===== config.mk =====
export PLATFORM = sky130hd
export DESIGN_NAME = core_instr_exec_subset
export DESIGN_NICKNAME = d
export VERILOG_FILES = /design/src/core_exec_pkg.sv /design/src/core_instr_exec_subset.sv
export VERILOG_INCLUDE_DIRS = /design/src
export SDC_FILE = /design/constraint.sdc
export NUM_CORES = 1
export LEC_CHECK = 0
export BUFFER_PORTS_ARGS = -buffer_cell sky130_fd_sc_hd__buf_2
export CORE_MARGIN = 2
export CORE_UTILIZATION = 45
export DETAILED_ROUTE_END_ITERATION = 10
export GPL_ROUTABILITY_DRIVEN = 0
export GPL_TIMING_DRIVEN = 0
export PLACE_DENSITY = 0.65
export SETUP_SLACK_MARGIN = 0.4
export SLEW_MARGIN = 20
export SYNTH_ARGS = -nofsm -noshare
export SYNTH_HDL_FRONTEND = slang
export SYNTH_SLANG_ARGS = --single-unit

===== constraint.sdc =====
create_clock -name hclk -period 4.7 [get_ports hclk]
set_input_delay 1.175 -clock hclk [delete_from_list [all_inputs] [get_ports hclk]]
set_output_delay 1.175 -clock hclk [all_outputs]
set_load 0.02 [all_outputs]

===== src/core_exec_regs.svh =====
`ifndef CORE_EXEC_REGS_SVH
`define CORE_EXEC_REGS_SVH

// ----------------------------------------------------------------
// Register byte offsets
// ----------------------------------------------------------------
`define OFS_INSTR 8'h00
`define OFS_WORK 8'h04
`define OFS_STATUS 8'h08
`define OFS_PC 8'h0C
`define OFS_WDOG 8'h10
`define OFS_PRESC 8'h14
`define OFS_CTRL 8'h18
`define OFS_CYCLES 8'h1C
`define OFS_FILE_BASE 8'h80

// ----------------------------------------------------------------
// Field positions
// ----------------------------------------------------------------
`define ST_ZERO_BIT 2
`define ST_PDOWN_BIT 3
`define ST_TIMEOUT_BIT 4
`define ST_PAGE_LSB 5
`define ST_PAGE_MSB 6
`define CTRL_PSA_BIT 0
`define INSTR_DEST_BIT 5

// ----------------------------------------------------------------
// Reset values and masks
// ----------------------------------------------------------------
`define STATUS_RESET 8'h18
`define STATUS_MASK 8'h7C
`define WORK_RESET 8'h00
`define PC_RESET 11'h7FF
`define CTRL_RESET 1'h1

// ----------------------------------------------------------------
// Instruction encodings (12-bit words)
// ----------------------------------------------------------------
`define OPC_BRANCH 3'h5
`define OPC_REG_CLEAR 6'h01
`define OPC_DECREMENT 6'h03
`define OPC_COMPLEMENT 6'h09
`define OPC_INCREMENT 6'h0A
`define OPC_DEC_SKIP 6'h0B
`define INSTR_WDOG_CLEAR 12'h004

`endif


===== src/core_exec_pkg.sv =====
package core_exec_pkg;

  typedef enum logic [1:0] {
    PH_IDLE = 2'b00,
    PH_WRITE = 2'b01,
    PH_RDWAIT = 2'b10,
    PH_RDOUT = 2'b11
  } bus_phase_type;

  typedef enum logic [2:0] {
    OP_NOP = 3'b000,
    OP_CLEAR = 3'b001,
    OP_COMPLEMENT = 3'b010,
    OP_DECREMENT = 3'b011,
    OP_DEC_SKIP = 3'b100,
    OP_INCREMENT = 3'b101,
    OP_BRANCH = 3'b110,
    OP_WDOG_CLEAR = 3'b111
  } op_type;

endpackage : core_exec_pkg


===== src/core_instr_exec_subset.sv =====
// The implementer's own choices: the register offsets and the AHB-Lite interface to the registers.
`timescale 1ns/100ps
`default_nettype none
`include "core_exec_regs.svh"

module core_instr_exec_subset #(
  parameter int FILE_DEPTH = 32
) (
  input wire logic hclk,
  input wire logic hresetn,
  input wire logic hsel,
  input wire logic [31:0] haddr,
  input wire logic [1:0] htrans,
  input wire logic hwrite,
  input wire logic [2:0] hsize,
  input wire logic hready,
  input wire logic [31:0] hwdata,
  output logic hreadyout,
  output logic hresp,
  output logic [31:0] hrdata
);
  import core_exec_pkg::*;

  // ----------------------------------------------------------------
  // Bus slave state
  // ----------------------------------------------------------------
  bus_phase_type phase_r;
  bus_phase_type phase_nxt;
  logic [7:0] addr_r;
  logic [31:0] hrdata_r;

  // ----------------------------------------------------------------
  // Core state
  // ----------------------------------------------------------------
  logic [7:0] file_r [FILE_DEPTH];
  logic [7:0] work_r;
  logic [7:0] status_r;
  logic [10:0] pc_r;
  logic [7:0] wdog_r;
  logic [7:0] presc_r;
  logic psa_r;
  logic flush_r;
  logic [31:0] cycles_r;

  // ----------------------------------------------------------------
  // Address phase and decode
  // ----------------------------------------------------------------
  // Only haddr[7:2] is decoded, so the map aliases every 256 bytes, and
  // hsize is ignored: a narrow write still replaces the whole register.
  wire addr_take = hsel && hready && htrans[1];
  wire wr_cycle = (phase_r == PH_WRITE);
  wire wr_instr = wr_cycle && (addr_r == `OFS_INSTR);
  wire wr_work = wr_cycle && (addr_r == `OFS_WORK);
  wire wr_status = wr_cycle && (addr_r == `OFS_STATUS);
  wire wr_ctrl = wr_cycle && (addr_r == `OFS_CTRL);
  wire addr_in_file = (addr_r >= `OFS_FILE_BASE);
  wire [4:0] bus_file_idx = addr_r[6:2];
  wire wr_file = wr_cycle && addr_in_file;

  // A read stalls one cycle in PH_RDWAIT while hrdata_r is loaded
  always_comb begin
    phase_nxt = PH_IDLE;
    case (phase_r)
      PH_RDWAIT: phase_nxt = PH_RDOUT;
      PH_IDLE, PH_WRITE, PH_RDOUT: begin
        if (addr_take) begin
          phase_nxt = hwrite ? PH_WRITE : PH_RDWAIT;
        end
      end
      default: phase_nxt = PH_IDLE;
    endcase
  end

  always_ff @(posedge hclk or negedge hresetn) begin
    if (!hresetn) begin
      phase_r <= PH_IDLE;
      addr_r <= 8'h00;
    end else begin
      phase_r <= phase_nxt;
      if (addr_take) begin
        addr_r <= {haddr[7:2], 2'b00};
      end
    end
  end

  // ----------------------------------------------------------------
  // Instruction decode
  // ----------------------------------------------------------------
  // The issued word is retired only when no flush is pending; a
  // flushed slot runs as a no-op but still costs one cycle.
  wire [11:0] instr = hwdata[11:0];
  wire [5:0] opc6 = instr[11:6];
  wire [4:0] f_idx = instr[4:0];
  wire dest_file = instr[`INSTR_DEST_BIT];
  wire [8:0] branch_lit = instr[8:0];
  wire exec = wr_instr && !flush_r;

  // Words outside the decoded set, the rest of the instruction set included,
  // retire as no-ops that still advance the program counter.
  op_type op;
  always_comb begin
    op = OP_NOP;
    if (instr[11:9] == `OPC_BRANCH) begin
      op = OP_BRANCH;
    end else if (instr == `INSTR_WDOG_CLEAR) begin
      op = OP_WDOG_CLEAR;
    end else begin
      case (opc6)
        `OPC_REG_CLEAR: op = OP_CLEAR;
        `OPC_COMPLEMENT: op = OP_COMPLEMENT;
        `OPC_DECREMENT: op = OP_DECREMENT;
        `OPC_DEC_SKIP: op = OP_DEC_SKIP;
        `OPC_INCREMENT: op = OP_INCREMENT;
        default: op = OP_NOP;
      endcase
    end
  end

  // ----------------------------------------------------------------
  // Datapath
  // ----------------------------------------------------------------
  // source select
  wire [7:0] src = file_r[f_idx];
  wire [7:0] src_inc = 8'(src + 8'h01);
  wire [7:0] src_dec = 8'(src - 8'h01);

  logic [7:0] result;
  always_comb begin
    case (op)
      OP_COMPLEMENT: result = ~src;
      OP_DECREMENT: result = src_dec;
      OP_DEC_SKIP: result = src_dec;
      OP_INCREMENT: result = src_inc;
      default: result = 8'h00;
    endcase
  end

  // Named views of the decoded operation; each acts only when exec is high
  wire is_clear = (op == OP_CLEAR);
  wire is_complement = (op == OP_COMPLEMENT);
  wire is_decrement = (op == OP_DECREMENT);
  wire is_dec_skip = (op == OP_DEC_SKIP);
  wire is_increment = (op == OP_INCREMENT);
  wire is_branch = (op == OP_BRANCH);
  wire is_wdog_clear = (op == OP_WDOG_CLEAR);
  wire op_unary = is_complement || is_decrement || is_dec_skip || is_increment;
  wire result_zero = (result == 8'h00);
  wire to_work = exec && op_unary && !dest_file;
  // clear always goes to the file
  wire to_file = exec && ((op_unary && dest_file) || is_clear);
  wire skip_next = exec && is_dec_skip && result_zero;
  wire branch_take = exec && is_branch;
  wire zero_set = exec && is_clear;
  wire zero_upd = exec && (is_complement || is_decrement || is_increment);
  wire wdog_clear = exec && is_wdog_clear;

  // ----------------------------------------------------------------
  // Data register file
  // ----------------------------------------------------------------
  // The file is separate from the working and status registers, so an
  // operand index never aliases them; a bus write and an instruction
  // write cannot fall in one cycle, the instruction is given priority.
  always_ff @(posedge hclk or negedge hresetn) begin
    if (!hresetn) begin
      for (int i = 0; i < FILE_DEPTH; i++) begin
        file_r[i] <= 8'h00;
      end
    end else if (to_file) begin
      file_r[f_idx] <= result;
    end else if (wr_file) begin
      file_r[bus_file_idx] <= hwdata[7:0];
    end
  end

  // ----------------------------------------------------------------
  // Working register and status
  // ----------------------------------------------------------------
  logic [7:0] status_nxt;
  always_comb begin
    status_nxt = status_r;
    // Hardware updates come after the software write so that they win
    if (wr_status) begin
      status_nxt = hwdata[7:0] & `STATUS_MASK;
    end
    if (zero_set) begin
      status_nxt[`ST_ZERO_BIT] = 1'b1;
    end
    if (zero_upd) begin
      status_nxt[`ST_ZERO_BIT] = result_zero;
    end
    if (wdog_clear) begin
      status_nxt[`ST_TIMEOUT_BIT] = 1'b1;
      status_nxt[`ST_PDOWN_BIT] = 1'b1;
    end
  end

  always_ff @(posedge hclk or negedge hresetn) begin
    if (!hresetn) begin
      work_r <= `WORK_RESET;
      status_r <= `STATUS_RESET;
    end else begin
      status_r <= status_nxt;
      if (to_work) begin
        work_r <= result;
      end else if (wr_work) begin
        work_r <= hwdata[7:0];
      end
    end
  end

  // ----------------------------------------------------------------
  // Program counter, flush and cycle count
  // ----------------------------------------------------------------
  // Every issued word is one instruction cycle, flushed or not, so a
  // branch or a taken skip shows as two counted cycles.
  // literal to low bits
  wire [10:0] branch_target = {status_r[`ST_PAGE_MSB:`ST_PAGE_LSB], branch_lit};
  wire [10:0] pc_step = 11'(pc_r + 11'h001);
  wire [10:0] pc_nxt = branch_take ? branch_target : pc_step;
  // A flushed slot can neither branch nor skip, so it always clears the flag
  wire flush_nxt = skip_next || branch_take;
  // Wraps silently; software reads differences, not absolute counts
  wire [31:0] cycles_nxt = 32'(cycles_r + 32'h0000_0001);

  always_ff @(posedge hclk or negedge hresetn) begin
    if (!hresetn) begin
      pc_r <= `PC_RESET;
      flush_r <= 1'b0;
      cycles_r <= 32'h0000_0000;
    end else if (wr_instr) begin
      cycles_r <= cycles_nxt;
      flush_r <= flush_nxt;
      pc_r <= pc_nxt;
    end
  end

  // ----------------------------------------------------------------
  // Watchdog counter and shared prescaler
  // ----------------------------------------------------------------
  // With the prescaler on the watchdog the counter advances on each
  // prescaler wrap; otherwise it advances every cycle and the
  // prescaler runs for the general timer.
  // The counter is only 8 bits here; the timeout compare lives outside this block
  wire presc_wrap = (presc_r == 8'hFF);
  wire presc_clear = wdog_clear && psa_r;
  wire wdog_step = !psa_r || presc_wrap;
  always_ff @(posedge hclk or negedge hresetn) begin
    if (!hresetn) begin
      wdog_r <= 8'h00;
      presc_r <= 8'h00;
      psa_r <= `CTRL_RESET;
    end else begin
      if (wr_ctrl) begin
        psa_r <= hwdata[`CTRL_PSA_BIT];
      end
      if (presc_clear) begin
        presc_r <= 8'h00;
      end else begin
        presc_r <= 8'(presc_r + 8'h01);
      end
      if (wdog_clear) begin
        wdog_r <= 8'h00;
      end else if (wdog_step) begin
        wdog_r <= 8'(wdog_r + 8'h01);
      end
    end
  end

  // ----------------------------------------------------------------
  // Read mux and response
  // ----------------------------------------------------------------
  // Reads take one wait state so that hrdata comes from a flop and
  // always reflects a write made in the cycle before.
  logic [31:0] rd_mux;
  always_comb begin
    rd_mux = 32'h0000_0000;
    if (addr_in_file) begin
      rd_mux = {24'h00_0000, file_r[bus_file_idx]};
    end else begin
      case (addr_r)
        `OFS_WORK: rd_mux = {24'h00_0000, work_r};
        `OFS_STATUS: rd_mux = {24'h00_0000, status_r};
        `OFS_PC: rd_mux = {21'h00_0000, pc_r};
        `OFS_WDOG: rd_mux = {24'h00_0000, wdog_r};
        `OFS_PRESC: rd_mux = {24'h00_0000, presc_r};
        `OFS_CTRL: rd_mux = {31'h0000_0000, psa_r};
        `OFS_CYCLES: rd_mux = cycles_r;
        default: rd_mux = 32'h0000_0000;
      endcase
    end
  end

  always_ff @(posedge hclk or negedge hresetn) begin
    if (!hresetn) begin
      hrdata_r <= 32'h0000_0000;
    end else if (phase_r == PH_RDWAIT) begin
      hrdata_r <= rd_mux;
    end
  end

  assign hrdata = hrdata_r;
  // Writes never wait; only the first data cycle of a read is stretched
  assign hreadyout = (phase_r != PH_RDWAIT);
  // Every transfer is OKAY; unmapped addresses read zero
  assign hresp = 1'b0;

  // Inputs that the map does not decode
  wire unused_ok = &{1'b0, hsize, haddr[31:8], haddr[1:0], htrans[0], hwdata[31:12]};

endmodule : core_instr_exec_subset

`default_nettype wire


# Word-level counts from Yosys, hierarchy flattened
# Cells that the tools add are included.
[classes] n_reduce_logical=41 n_div=0 n_addsub=6 mul=0 n_eq_ne=26 magnitude_cmp=5 mux=33 shift=0 n_bitwise=3
[op_table] op="$bwmux 256" count=2
[op_table] op="$mux 256" count=2
[op_table] op="$pmux 32 s7" count=1
[op_table] op="$mux 8" count=11
[op_table] op="$bmux 8 s5" count=2
[op_table] op="$demux 8 s5" count=2
[op_table] op="$add 32x1->32 const B" count=1
[op_table] op="$mux 32" count=1
[op_table] op="$add 8x1->8 const B" count=3
[op_table] op="$eq 6x3->1 const B" count=4
[op_table] op="$pmux 8 s3" count=1
[op_table] op="$logic_and 1x1->1" count=21
[op_table] op="$eq 6x2->1 const B" count=3
[op_table] op="$eq 6x4->1 const B" count=3
[op_table] op="$logic_not 8->1" count=2
[op_table] op="$eq 3x3->1 const B" count=5
[op_table] op="$pmux 3 s5" count=1
[op_table] op="$eq 12x3->1 const B" count=1
[op_table] op="$eq 6x1->1 const B" count=2
[op_table] op="$ge 6x6->1 const B" count=2
[op_table] op="$lt 6x1->1 const B" count=2
[op_table] op="$not 5->6" count=2
[op_table] op="$add 11x1->11 const B" count=1
[op_table] op="$mux 11" count=1
[op_table] op="21 further kinds" count=38
[word_totals] latchBits=0 wordCells=159 ramBits=0 memories=0 output_inout_bits=34 rom_bits=0 register_bits=370 inputBits=74

# Depth between registers and ports, before layout
# Gate-level depths: netlist of the first run.
[depth] word_depth=12 mapped_depth=22 mapped_depth_nobuf=14

# Worst setup path before layout of the first run
# OpenSTA, ideal clock, no wires.
[synth_path] path_type="in2reg" from="input hwdata[1]" to="register flush_r" path_stages=21 t_required_ps=4599 arrival_ps=5214 path_slack_ps=-615 path_cell_list="buf_6 > buf_6 > buf_6 > buf_6 > buf_4 > buf_2 > buf_4 > mux2i_1 > o22ai_1 > nor4_1 > nand2_1 > fa_1 > a211oi_1 > o21bai_1 > a21oi_1 > nor3_1 > mux2_2 > nor3_4 > and2_1 > nand4_1 > o311ai_2"
[synth_via] elab_chain_cells=9 elab_cells_between_ends=22 classes_between="add/sub: 2; eq/ne: 6; mux: 6; bitwise: 2; reduce/logical: 6"
[synth_lines] item="from (decl)" line_no="core_instr_exec_subset.sv:17" text="input wire logic [31:0] hwdata,"
[synth_lines] item="$not 5->6 (implied by the code) / $eq 12x3->1 (equally long branches)"
[synth_lines] item="$bmux 8 s5 / $mux 3 (equally long branches)" line_no="core_instr_exec_subset.sv:123, core_instr_exec_subset.sv:105"
[synth_lines] item="$mux 8 (implied by the code) / $mux 3 (equally long branches)" line_no="core_instr_exec_subset.sv:123, core_instr_exec_subset.sv:103"
[synth_lines] item="$mux 8 (implied by the code) (tied with other cells)" line_no="core_instr_exec_subset.sv:123" text="wire [7:0] src = file_r[f_idx];"
[synth_lines] item="$add 8x1->8 (tied with other cells)" line_no="core_instr_exec_subset.sv:124" text="wire [7:0] src_inc = 8'(src + 8'h01);"
[synth_lines] item="$pmux 8 s3" line_no="core_instr_exec_subset.sv:129" text="case (op)"
[synth_lines] item="$logic_not 8->1" line_no="core_instr_exec_subset.sv:147" text="wire result_zero = (result == 8'h00);"
[synth_lines] item="$logic_and 1x1->1" line_no="core_instr_exec_subset.sv:151" text="wire skip_next = exec && is_dec_skip && result_zero;"
[synth_lines] item="$logic_or 1x1->1 (*)" line_no="core_instr_exec_subset.sv:221" text="wire flush_nxt = skip_next || branch_take;"
[synth_lines] item="to (signal assigned)" line_no="core_instr_exec_subset.sv:232" text="flush_r <= flush_nxt;"
[synth_lines] item="to (decl)" line_no="core_instr_exec_subset.sv:42" text="logic flush_r;"
# Mark *: on every way between the ends. The rest lies on a longest branch, timed or not. The select of a mux whose other input is x is not followed.
# A chain may end at the register's enable or synchronous reset.

# Final worst setup path of the first run
[layout_path] from="input hwdata[1]" to="register file_r[246] in the netlist's numbering"
[layout_via] elab_chain_cells=11 elab_cells_between_ends=31 classes_between="add/sub: 2; order compare: 2; eq/ne: 6; mux: 10; bitwise: 2; reduce/logical: 9"
[layout_lines] item="parallel branches: the longest is 11 deep, another holds $add 8x1->8"
[layout_lines] item="to (signal, indexed assignment)" line_no="core_instr_exec_subset.sv:169" text="file_r[f_idx] <= result;"
[layout_lines] item="to (signal, indexed assignment)" line_no="core_instr_exec_subset.sv:171" text="file_r[bus_file_idx] <= hwdata[7:0];"
[layout_lines] item="to (decl)" line_no="core_instr_exec_subset.sv:35" text="logic [7:0] file_r [FILE_DEPTH];"
# Parallel ways; which one is timed is not known. The select of a mux whose other input is x is not followed.

==> flow_summary.yaml, run 1 <==
logic_synthesis:
  synth.yosys.warnings: 0
  synth.yosys.seq_area_share: 0.4401
  yosys.cell_types.count: 70
  postSynthRegisterBits: 370
  synth_area_sq_um: 21080
  post_synth_inst_count: 2048
  synth-main-ff-cell: "sky130_fd_sc_hd__dfrtp_1"
  synth_enable_flop_cells: 0
  asyncSetResetFlopFracSynth: 1.000
  synth_area_per_cell_sq_um: 10.29
  mappedNetlistNets: 2132
die:
  die_w_um: 220.4
  placementRows: 79
  core-area_sq_um: 46360
  io_pins: 108
  fp.dieArea_sq_um: 48580
  fp.dieH_um: 220.4
  initial_core_util: 0.4546
power_and_ir_drop:
  vdd_ir_drop_max_mv: 0.2995
  power.switching_w: 0.003864
  total_leakage_power_nw: 10.70
  pwr_density_cell_nw_per_um2: 427.6
  power.share.switching: 0.3435
  comb_power_share: 0.275
  pwr-share-seq: 0.392
  power.clock.fraction: 0.332
  cellInternalPower_w: 0.007387
sta:
  relative_slew_margins: 0.1784
  fin_worst_skew_ns: 0.04824
  period_needed_ns: 4.791
  setup_violations: 33
  final.period_utilization: 1.019
  grt_setup_unrepaired: "yes"
  worst_setup_slack_final_ns: -0.09099
  max_freq_mhz: 208.7
  max_slew_violation_total_from_the_final_report: 0
  final-hold-violation-count: 0
  setup-tns-final_ns: -0.7247
  worst-slew-pin-transition_ns: 1.223
status:
  violations: "DRC, setup timing"
  outcome: "finished, violations left"
critical_path:
  rr_worst_depth: 11
  critPathLaunchType: "input port"
  top_cell_by_count_worst_path: "sky130_fd_sc_hd__buf_12"
  path_max_fanout: 9
  critical_path.max_stage_delay_ns: 0.44
  endpoint_kind: "flip-flop"
  slowest_stage: "sky130_fd_sc_hd__fa_2"
  critPathBufInv: 8
  cp_top_family: "buffers and inverters"
  cp_data_arrival_time_ns: 5.31
  crit_cells: 22
  crit_path_cell_trace: "buf_12 -> buf_12 -> buf_4 -> mux2i_1 -> o22ai_1 -> nor4_2 -> buf_2 -> nand2_1 -> fa_2 -> a211oi_2 -> o21bai_1 -> a21oi_2 -> buf_4 -> nand2_2 -> mux2i_4 -> nor3_4 -> buf_12 -> buf_12 -> buf_12 -> nor2_4 -> a21oi_2 -> a21oi_2"
  cp_data_required_time_ns: 5.21
  timing.setup.critical_path_class: "in2reg"
min_path:
  timing.hold.worst.class: "reg2reg"
  worst_hold_path.num_cells: 2
run:
  max-cap-violations: 0
layout:
  final_common_cell: "sky130_fd_sc_hd__dfrtp_1"
  design.final.nets: 2315
  multi_input_area_sq_um: 12030
  area_delta_synth_final_pct: 24.86
  layout.filler_cells: 3804
  drive_above_1_share: 0.2781
  stdcell_area_sq_um: 26320
  area.sequential_sq_um: 9276
  commonest_cells_after_routing_fill_and_taps_aside: "sky130_fd_sc_hd__dfrtp_1 (356), sky130_fd_sc_hd__nor2_1 (234), sky130_fd_sc_hd__nand2_1 (151), sky130_fd_sc_hd__a22oi_1 (133), sky130_fd_sc_hd__a221o_1 (108)"
route:
  drt_wl_total_mm: 93.43
  drc: 12
  vias: 21030
  drt_pre_antenna_iters: 11
  first_iter_violations: 3687
  wire_per_inst_um: 32.50
  route.detailed.vias_per_inst: 7.314
  route.antenna.remaining_nets: 0
clocking:
  clk_pin_slew_worst_paths_ns: 0.05
  cts_inserted_buffers: 43
  cts_root_buffer: "sky130_fd_sc_hd__clkbuf_16"
  ctsHtreeMaxLevel: 2
  cts_sinks: 370
  tritoncts: "yes"
  insertion_delay_ns: 0.63
  cts_buffer_depth: 3
place:
  placement.setup.worst_slack_ns: -1.693
  dp.final_hpwl_mm: 62.22
  number_of_port_buffers: 54
  placement.cell_area_sq_um: 22400
grt:
  wire_length_of_the_first_global_routing_pass_mm: 132.8
  grt.overflow.total: 0
  antenna_found_initial: 7
  grt_max_degree: 97
  grtUsageTotal: 0.3798
  grt_pass1_vias: 19560
-- per-layer routing --
| layer | vias up | track usage | share of wire |
|---|---|---|---|
| met4 | 8 | 0.2470 | 0.088 |
| met1 | 10320 | 0.4672 | 0.34 |
| met2 | 1893 | 0.5118 | 0.40 |
| met5 | - | 0.004040 | 0.0027 |
| met3 | 591 | 0.2058 | 0.17 |
| li1 | 8217 | - | - |
-- layout make-up --
class / instances / area share
Inverter: 5 / 0.0007132
Buffer: 161 / 0.04664
Antenna cell: 6 / 0.0005706
Sequential cell: 370 / 0.3525
Multi-Input combinational cell: 1512 / 0.4571
Tap cell: 607 / 0.02886
Clock inverter: 20 / 0.01384
Clock buffer: 56 / 0.04389
Timing Repair Buffer: 138 / 0.05587
-- cells by family (layout without fill, tap and decap cells) --
| logic type | count (synthesis) | count (layout) | synth area share |
|---|---|---|---|
| compound gates | 651 | 651 | 0.2068 |
| xor+xnor | 46 | 46 | 0.01912 |
| fa+ha+maj | 11 | 11 | 0.006768 |
| buf+inv | 166 | 380 | 0.03740 |
| flops | 370 | 370 | 0.4401 |
| mux | 226 | 226 | 0.1626 |
| other cells | 1 | 7 | 0.0001779 |
| simple gates | 577 | 577 | 0.1270 |
-- path summary, 6_finish.rpt --
check                      startpoint          end  slack, ns
max in group asynchronous     hresetn  file_r[228]       2.91
min in group asynchronous     hresetn  file_r[118]       0.50
max reg2reg                 addr_r[6]  file_r[196]       0.31
min                        hrdata[28]   hrdata[28]       0.47
max                         hwdata[1]  file_r[246]      -0.09
min reg2reg                hrdata[28]   hrdata[28]       0.47
-- Yosys cell counts (12+ instances only) --
library cell / number / share of area
sky130_fd_sc_hd__nor2b_1: 13 / 0.0039
sky130_fd_sc_hd__mux2i_1: 96 / 0.046
sky130_fd_sc_hd__buf_6: 13 / 0.0069
sky130_fd_sc_hd__o22ai_1: 62 / 0.018
sky130_fd_sc_hd__xnor2_1: 25 / 0.010
sky130_fd_sc_hd__a22oi_1: 136 / 0.048
sky130_fd_sc_hd__clkbuf_1: 100 / 0.018
sky130_fd_sc_hd__or4_1: 13 / 0.0046
sky130_fd_sc_hd__nor3_1: 13 / 0.0031
sky130_fd_sc_hd__a21oi_1: 121 / 0.029
sky130_fd_sc_hd__nand3_1: 32 / 0.0076
sky130_fd_sc_hd__o21ai_0: 176 / 0.042
sky130_fd_sc_hd__mux4_2: 89 / 0.095
sky130_fd_sc_hd__mux2_2: 41 / 0.022
sky130_fd_sc_hd__dfstp_2: 14 / 0.017
sky130_fd_sc_hd__and3_1: 19 / 0.0056
sky130_fd_sc_hd__a221o_1: 108 / 0.051
sky130_fd_sc_hd__nand4_1: 19 / 0.0056
sky130_fd_sc_hd__nor2_1: 247 / 0.044
sky130_fd_sc_hd__nand2_1: 157 / 0.028
sky130_fd_sc_hd__dfrtp_1: 356 / 0.42
sky130_fd_sc_hd__buf_1: 12 / 0.0021
sky130_fd_sc_hd__buf_2: 26 / 0.0062
sky130_fd_sc_hd__xor2_1: 21 / 0.0087
-- worst register-to-register path, cell delays in order (launching register included) --
cell                       delay, ns
sky130_fd_sc_hd__dfrtp_1        0.36
sky130_fd_sc_hd__clkbuf_1       0.27
sky130_fd_sc_hd__nor3_2         0.44
sky130_fd_sc_hd__nand3_2        0.33
sky130_fd_sc_hd__a211oi_2       0.39
sky130_fd_sc_hd__buf_2          0.39
sky130_fd_sc_hd__and3_1         0.20
sky130_fd_sc_hd__buf_2          0.30
sky130_fd_sc_hd__nand2_2        0.26
sky130_fd_sc_hd__a211oi_4       0.62
sky130_fd_sc_hd__a21oi_1        0.31
sky130_fd_sc_hd__a221o_1        0.42
-- stage by stage --
stage          std cells  utilization  hold WS (ns)  power [W]
6_report            2875       0.5677        0.4740    0.01125
5_1_grt             2870       0.5674        0.5043    0.01149
4_1_cts             2847       0.5473        0.4781    0.01084
3_5_place_dp        2715       0.4832        0.4648   0.006909
3_3_place_gp        2709       0.4799        0.4639   0.006820
2_1_floorplan       2048            -        0.4453   0.005861
-- sequential cells by signal (all words and copies together), names as in the netlist --
signal,count
status_r,5
hrdata,32
file_r,256
addr_r,6
wdog_r,8
psa_r,1
work_r,8
cycles_r,32
flush_r,1
phase_r,2
presc_r,8
pc_r,11
-- power groups by stage --
stage          logic, W  registers (W)  clock network, W
4_1_cts         0.00276        0.00436           0.00372
3_3_place_gp    0.00245        0.00436                 0
5_1_grt         0.00319        0.00444           0.00386
2_1_floorplan   0.00169        0.00417                 0
6_report        0.00310        0.00442           0.00374
3_5_place_dp    0.00253        0.00438                 0
-- timing repair --
item,CTS,global route
buffers inserted,50,16
pin swaps,63,78
gates resized for setup,210,238
hold buffers,0,0
endpoints found under the setup margin,254,246
gates cloned,6,6
Note: power is estimated with default switching activity, not from simulation.
==> run 2: changes to the inputs <==
PLACE_DENSITY = 0.6   (was 0.65)
clock period = 5.5 ns   (was 4.7 ns; I/O delays follow)
==> run 2 against run 1 <==
Compared with the run above: the run now ends clean; hold slack worse by 0.0013 ns; die area stayed put; global-route usage is 0.83 points lower; non-clock buffer count is 62 lower; wire length is 3.5% lower; cell count is 2.2% lower; utilization is 4.5 points lower; highest routed layer unchanged.
==> flow_summary.yaml, run 2 (synthesis results as in run 1) <==
clocking:
  cts_buffer_depth: 3
  tritoncts: "yes"
  ctsHtreeMaxLevel: 2
  cts_sinks: 370
  clk_pin_slew_worst_paths_ns: 0.06
  cts_root_buffer: "sky130_fd_sc_hd__clkbuf_16"
  insertion_delay_ns: 0.60
  cts_inserted_buffers: 43
run:
  max-cap-violations: 0
sta:
  setup_violations: 0
  fin_worst_skew_ns: 0.02381
  worst_setup_slack_final_ns: 0.3445
  setup-tns-final_ns: 0
  final-hold-violation-count: 0
  max_freq_mhz: 194.0
  period_needed_ns: 5.155
  grt_setup_unrepaired: "yes"
  worst-slew-pin-transition_ns: 1.256
  relative_slew_margins: 0.1629
  final.period_utilization: 0.9374
  max_slew_violation_total_from_the_final_report: 0
power_and_ir_drop:
  vdd_ir_drop_max_mv: 0.2845
  comb_power_share: 0.258
  cellInternalPower_w: 0.005913
  pwr-share-seq: 0.418
  power.share.switching: 0.3458
  total_leakage_power_nw: 9.840
  power.clock.fraction: 0.323
  power.switching_w: 0.003126
  total_power_w: 0.009038
  pwr_density_cell_nw_per_um2: 373.0
grt:
  grtUsageTotal: 0.3714
  antenna_found_initial: 3
  grt_max_degree: 96
  grt_pass1_vias: 19000
  grt.overflow.total: 0
  wire_length_of_the_first_global_routing_pass_mm: 129.9
route:
  drc: 0
  drt_pre_antenna_iters: 10
  wire_per_inst_um: 32.09
  drt_wl_total_mm: 90.20
  vias: 20040
  route.antenna.remaining_nets: 0
  first_iter_violations: 3107
  route.detailed.vias_per_inst: 7.128
die:
  fp.dieH_um: 220.4
  io_pins: 108
  placementRows: 79
  fp.dieArea_sq_um: 48580
  die_w_um: 220.4
  initial_core_util: 0.4546
  core-area_sq_um: 46360
layout:
  area_delta_synth_final_pct: 14.98
  final_common_cell: "sky130_fd_sc_hd__dfrtp_1"
  fin_util: 0.5227
  layout.filler_cells: 4175
  design.final.nets: 2253
  commonest_cells_after_routing_fill_and_taps_aside: "sky130_fd_sc_hd__dfrtp_1 (356), sky130_fd_sc_hd__nor2_1 (244), sky130_fd_sc_hd__o21ai_0 (172), sky130_fd_sc_hd__nand2_1 (156), sky130_fd_sc_hd__a22oi_1 (136)"
  drive_above_1_share: 0.1835
  multi_input_area_sq_um: 11260
  area.sequential_sq_um: 9276
  stdcell_count: 2811
  largest_register: "file_r"
  largest_register_ff_count: 256
critical_path:
  cp_data_required_time_ns: 5.95
  top_cell_by_count_worst_path: "sky130_fd_sc_hd__buf_12"
  cp_data_arrival_time_ns: 5.61
  crit_path_cell_trace: "buf_6 -> buf_12 -> buf_12 -> buf_12 -> buf_12 -> buf_16 -> buf_12 -> buf_16 -> mux2i_4 -> o22ai_2 -> nor4_2 -> nand2_1 -> buf_6 -> fa_2 -> xor2_1 -> a21oi_2 -> buf_2 -> nor2_1 -> a21oi_1 -> a21oi_1"
  cp_top_family: "buffers and inverters"
  timing.setup.critical_path_class: "in2reg"
  endpoint_kind: "flip-flop"
  slowest_stage: "sky130_fd_sc_hd__a21oi_2"
  critPathLaunchType: "input port"
  critical_path.max_stage_delay_ns: 0.64
  path_max_fanout: 10
  critPathBufInv: 10
min_path:
  timing.hold.worst.class: "reg2reg"
place:
  number_of_port_buffers: 54
  dp.final_hpwl_mm: 63.71
  placement.setup.worst_slack_ns: -1.496
  placedCellCount: 2714
status:
  outcome: "finished clean"
[run 2: cell count changes in the layout (fill, tap and decap cells not counted), moves of 15 or more]
cell and change:
sky130_fd_sc_hd__buf_4 -17, sky130_fd_sc_hd__a21oi_1 +15, sky130_fd_sc_hd__o21ai_1 -24, sky130_fd_sc_hd__o21ai_0 +110, sky130_fd_sc_hd__buf_12 -17, sky130_fd_sc_hd__o21ai_2 -84
[run 2: timing repair]
item	4_1_cts	5_1_grt
cloned	1	0
hold buffers	0	0
resized for setup	57	37
endpoints found under the setup margin	228	186
pin swaps	7	11
buffers inserted	14	2
[run 2: worst paths after layout]
path | from | to | slack [ns] | cells past startpoint
max in group asynchronous | hresetn | file_r[179] | 3.63 | 3
min in group asynchronous | hresetn | file_r[34] | 0.68 | 1
worst min-delay path | hrdata[30] | hrdata[30] | 0.47 | 2
worst min register to register | hrdata[30] | hrdata[30] | 0.47 | 2
worst max-delay path | hwdata[1] | file_r[210] | 0.34 | 20
worst max register to register | addr_r[5] | file_r[194] | 0.57 | 11
[run 2: worst register-to-register path: stages (launching register included)]
cell and delay (ns):
sky130_fd_sc_hd__dfrtp_1 0.36, sky130_fd_sc_hd__clkbuf_1 0.26, sky130_fd_sc_hd__nor3_2 0.43, sky130_fd_sc_hd__nand3_1 0.46
sky130_fd_sc_hd__a211oi_1 0.50, sky130_fd_sc_hd__buf_2 0.41, sky130_fd_sc_hd__and3_1 0.20, sky130_fd_sc_hd__buf_2 0.30
sky130_fd_sc_hd__nand2_2 0.24, sky130_fd_sc_hd__a211oi_2 0.83, sky130_fd_sc_hd__a21oi_1 0.39, sky130_fd_sc_hd__a221o_1 0.42
[run 2: power groups by stage]
| stage | sequential [W] | clock [W] | combinational (W) |
|---|---|---|---|
| after floorplan | 0.00356 | 0 | 0.00143 |
| after global placement | 0.00375 | 0 | 0.00210 |
| after detailed placement | 0.00376 | 0 | 0.00215 |
| after CTS | 0.00374 | 0.00293 | 0.00221 |
| after global routing | 0.00381 | 0.00303 | 0.00243 |
| final | 0.00378 | 0.00292 | 0.00234 |
[run 2: final cells by class]
| cell class | instances | area share |
|---|---|---|
| inverters | 5 | 0.0007745 |
| flip-flops and latches | 370 | 0.3828 |
| repair buffers | 76 | 0.02380 |
| well taps | 607 | 0.03134 |
| clock inverters | 9 | 0.003511 |
| clock buffers | 69 | 0.05426 |
| multi-input cells | 1512 | 0.4648 |
| plain buffers | 161 | 0.03852 |
| diodes | 2 | 0.0002065 |
[run 2: stage by stage]
stage	instance area (sq um)	hold WS, ns
after floorplan	21110	0.4453
after global placement	22140	0.4656
final	24230	0.4727
after detailed placement	22290	0.4657
after global routing	24230	0.5007
after CTS	24080	0.4794
[run 2: metal layers]
metal | GRT usage | part of all wire | up-vias
li1 | - | - | 8078
met1 | 0.4929 | 0.37 | 9940
met2 | 0.5145 | 0.40 | 1576
met3 | 0.1428 | 0.15 | 440
met4 | 0.2168 | 0.076 | 2
met5 | 0.008081 | 0.00038 | -
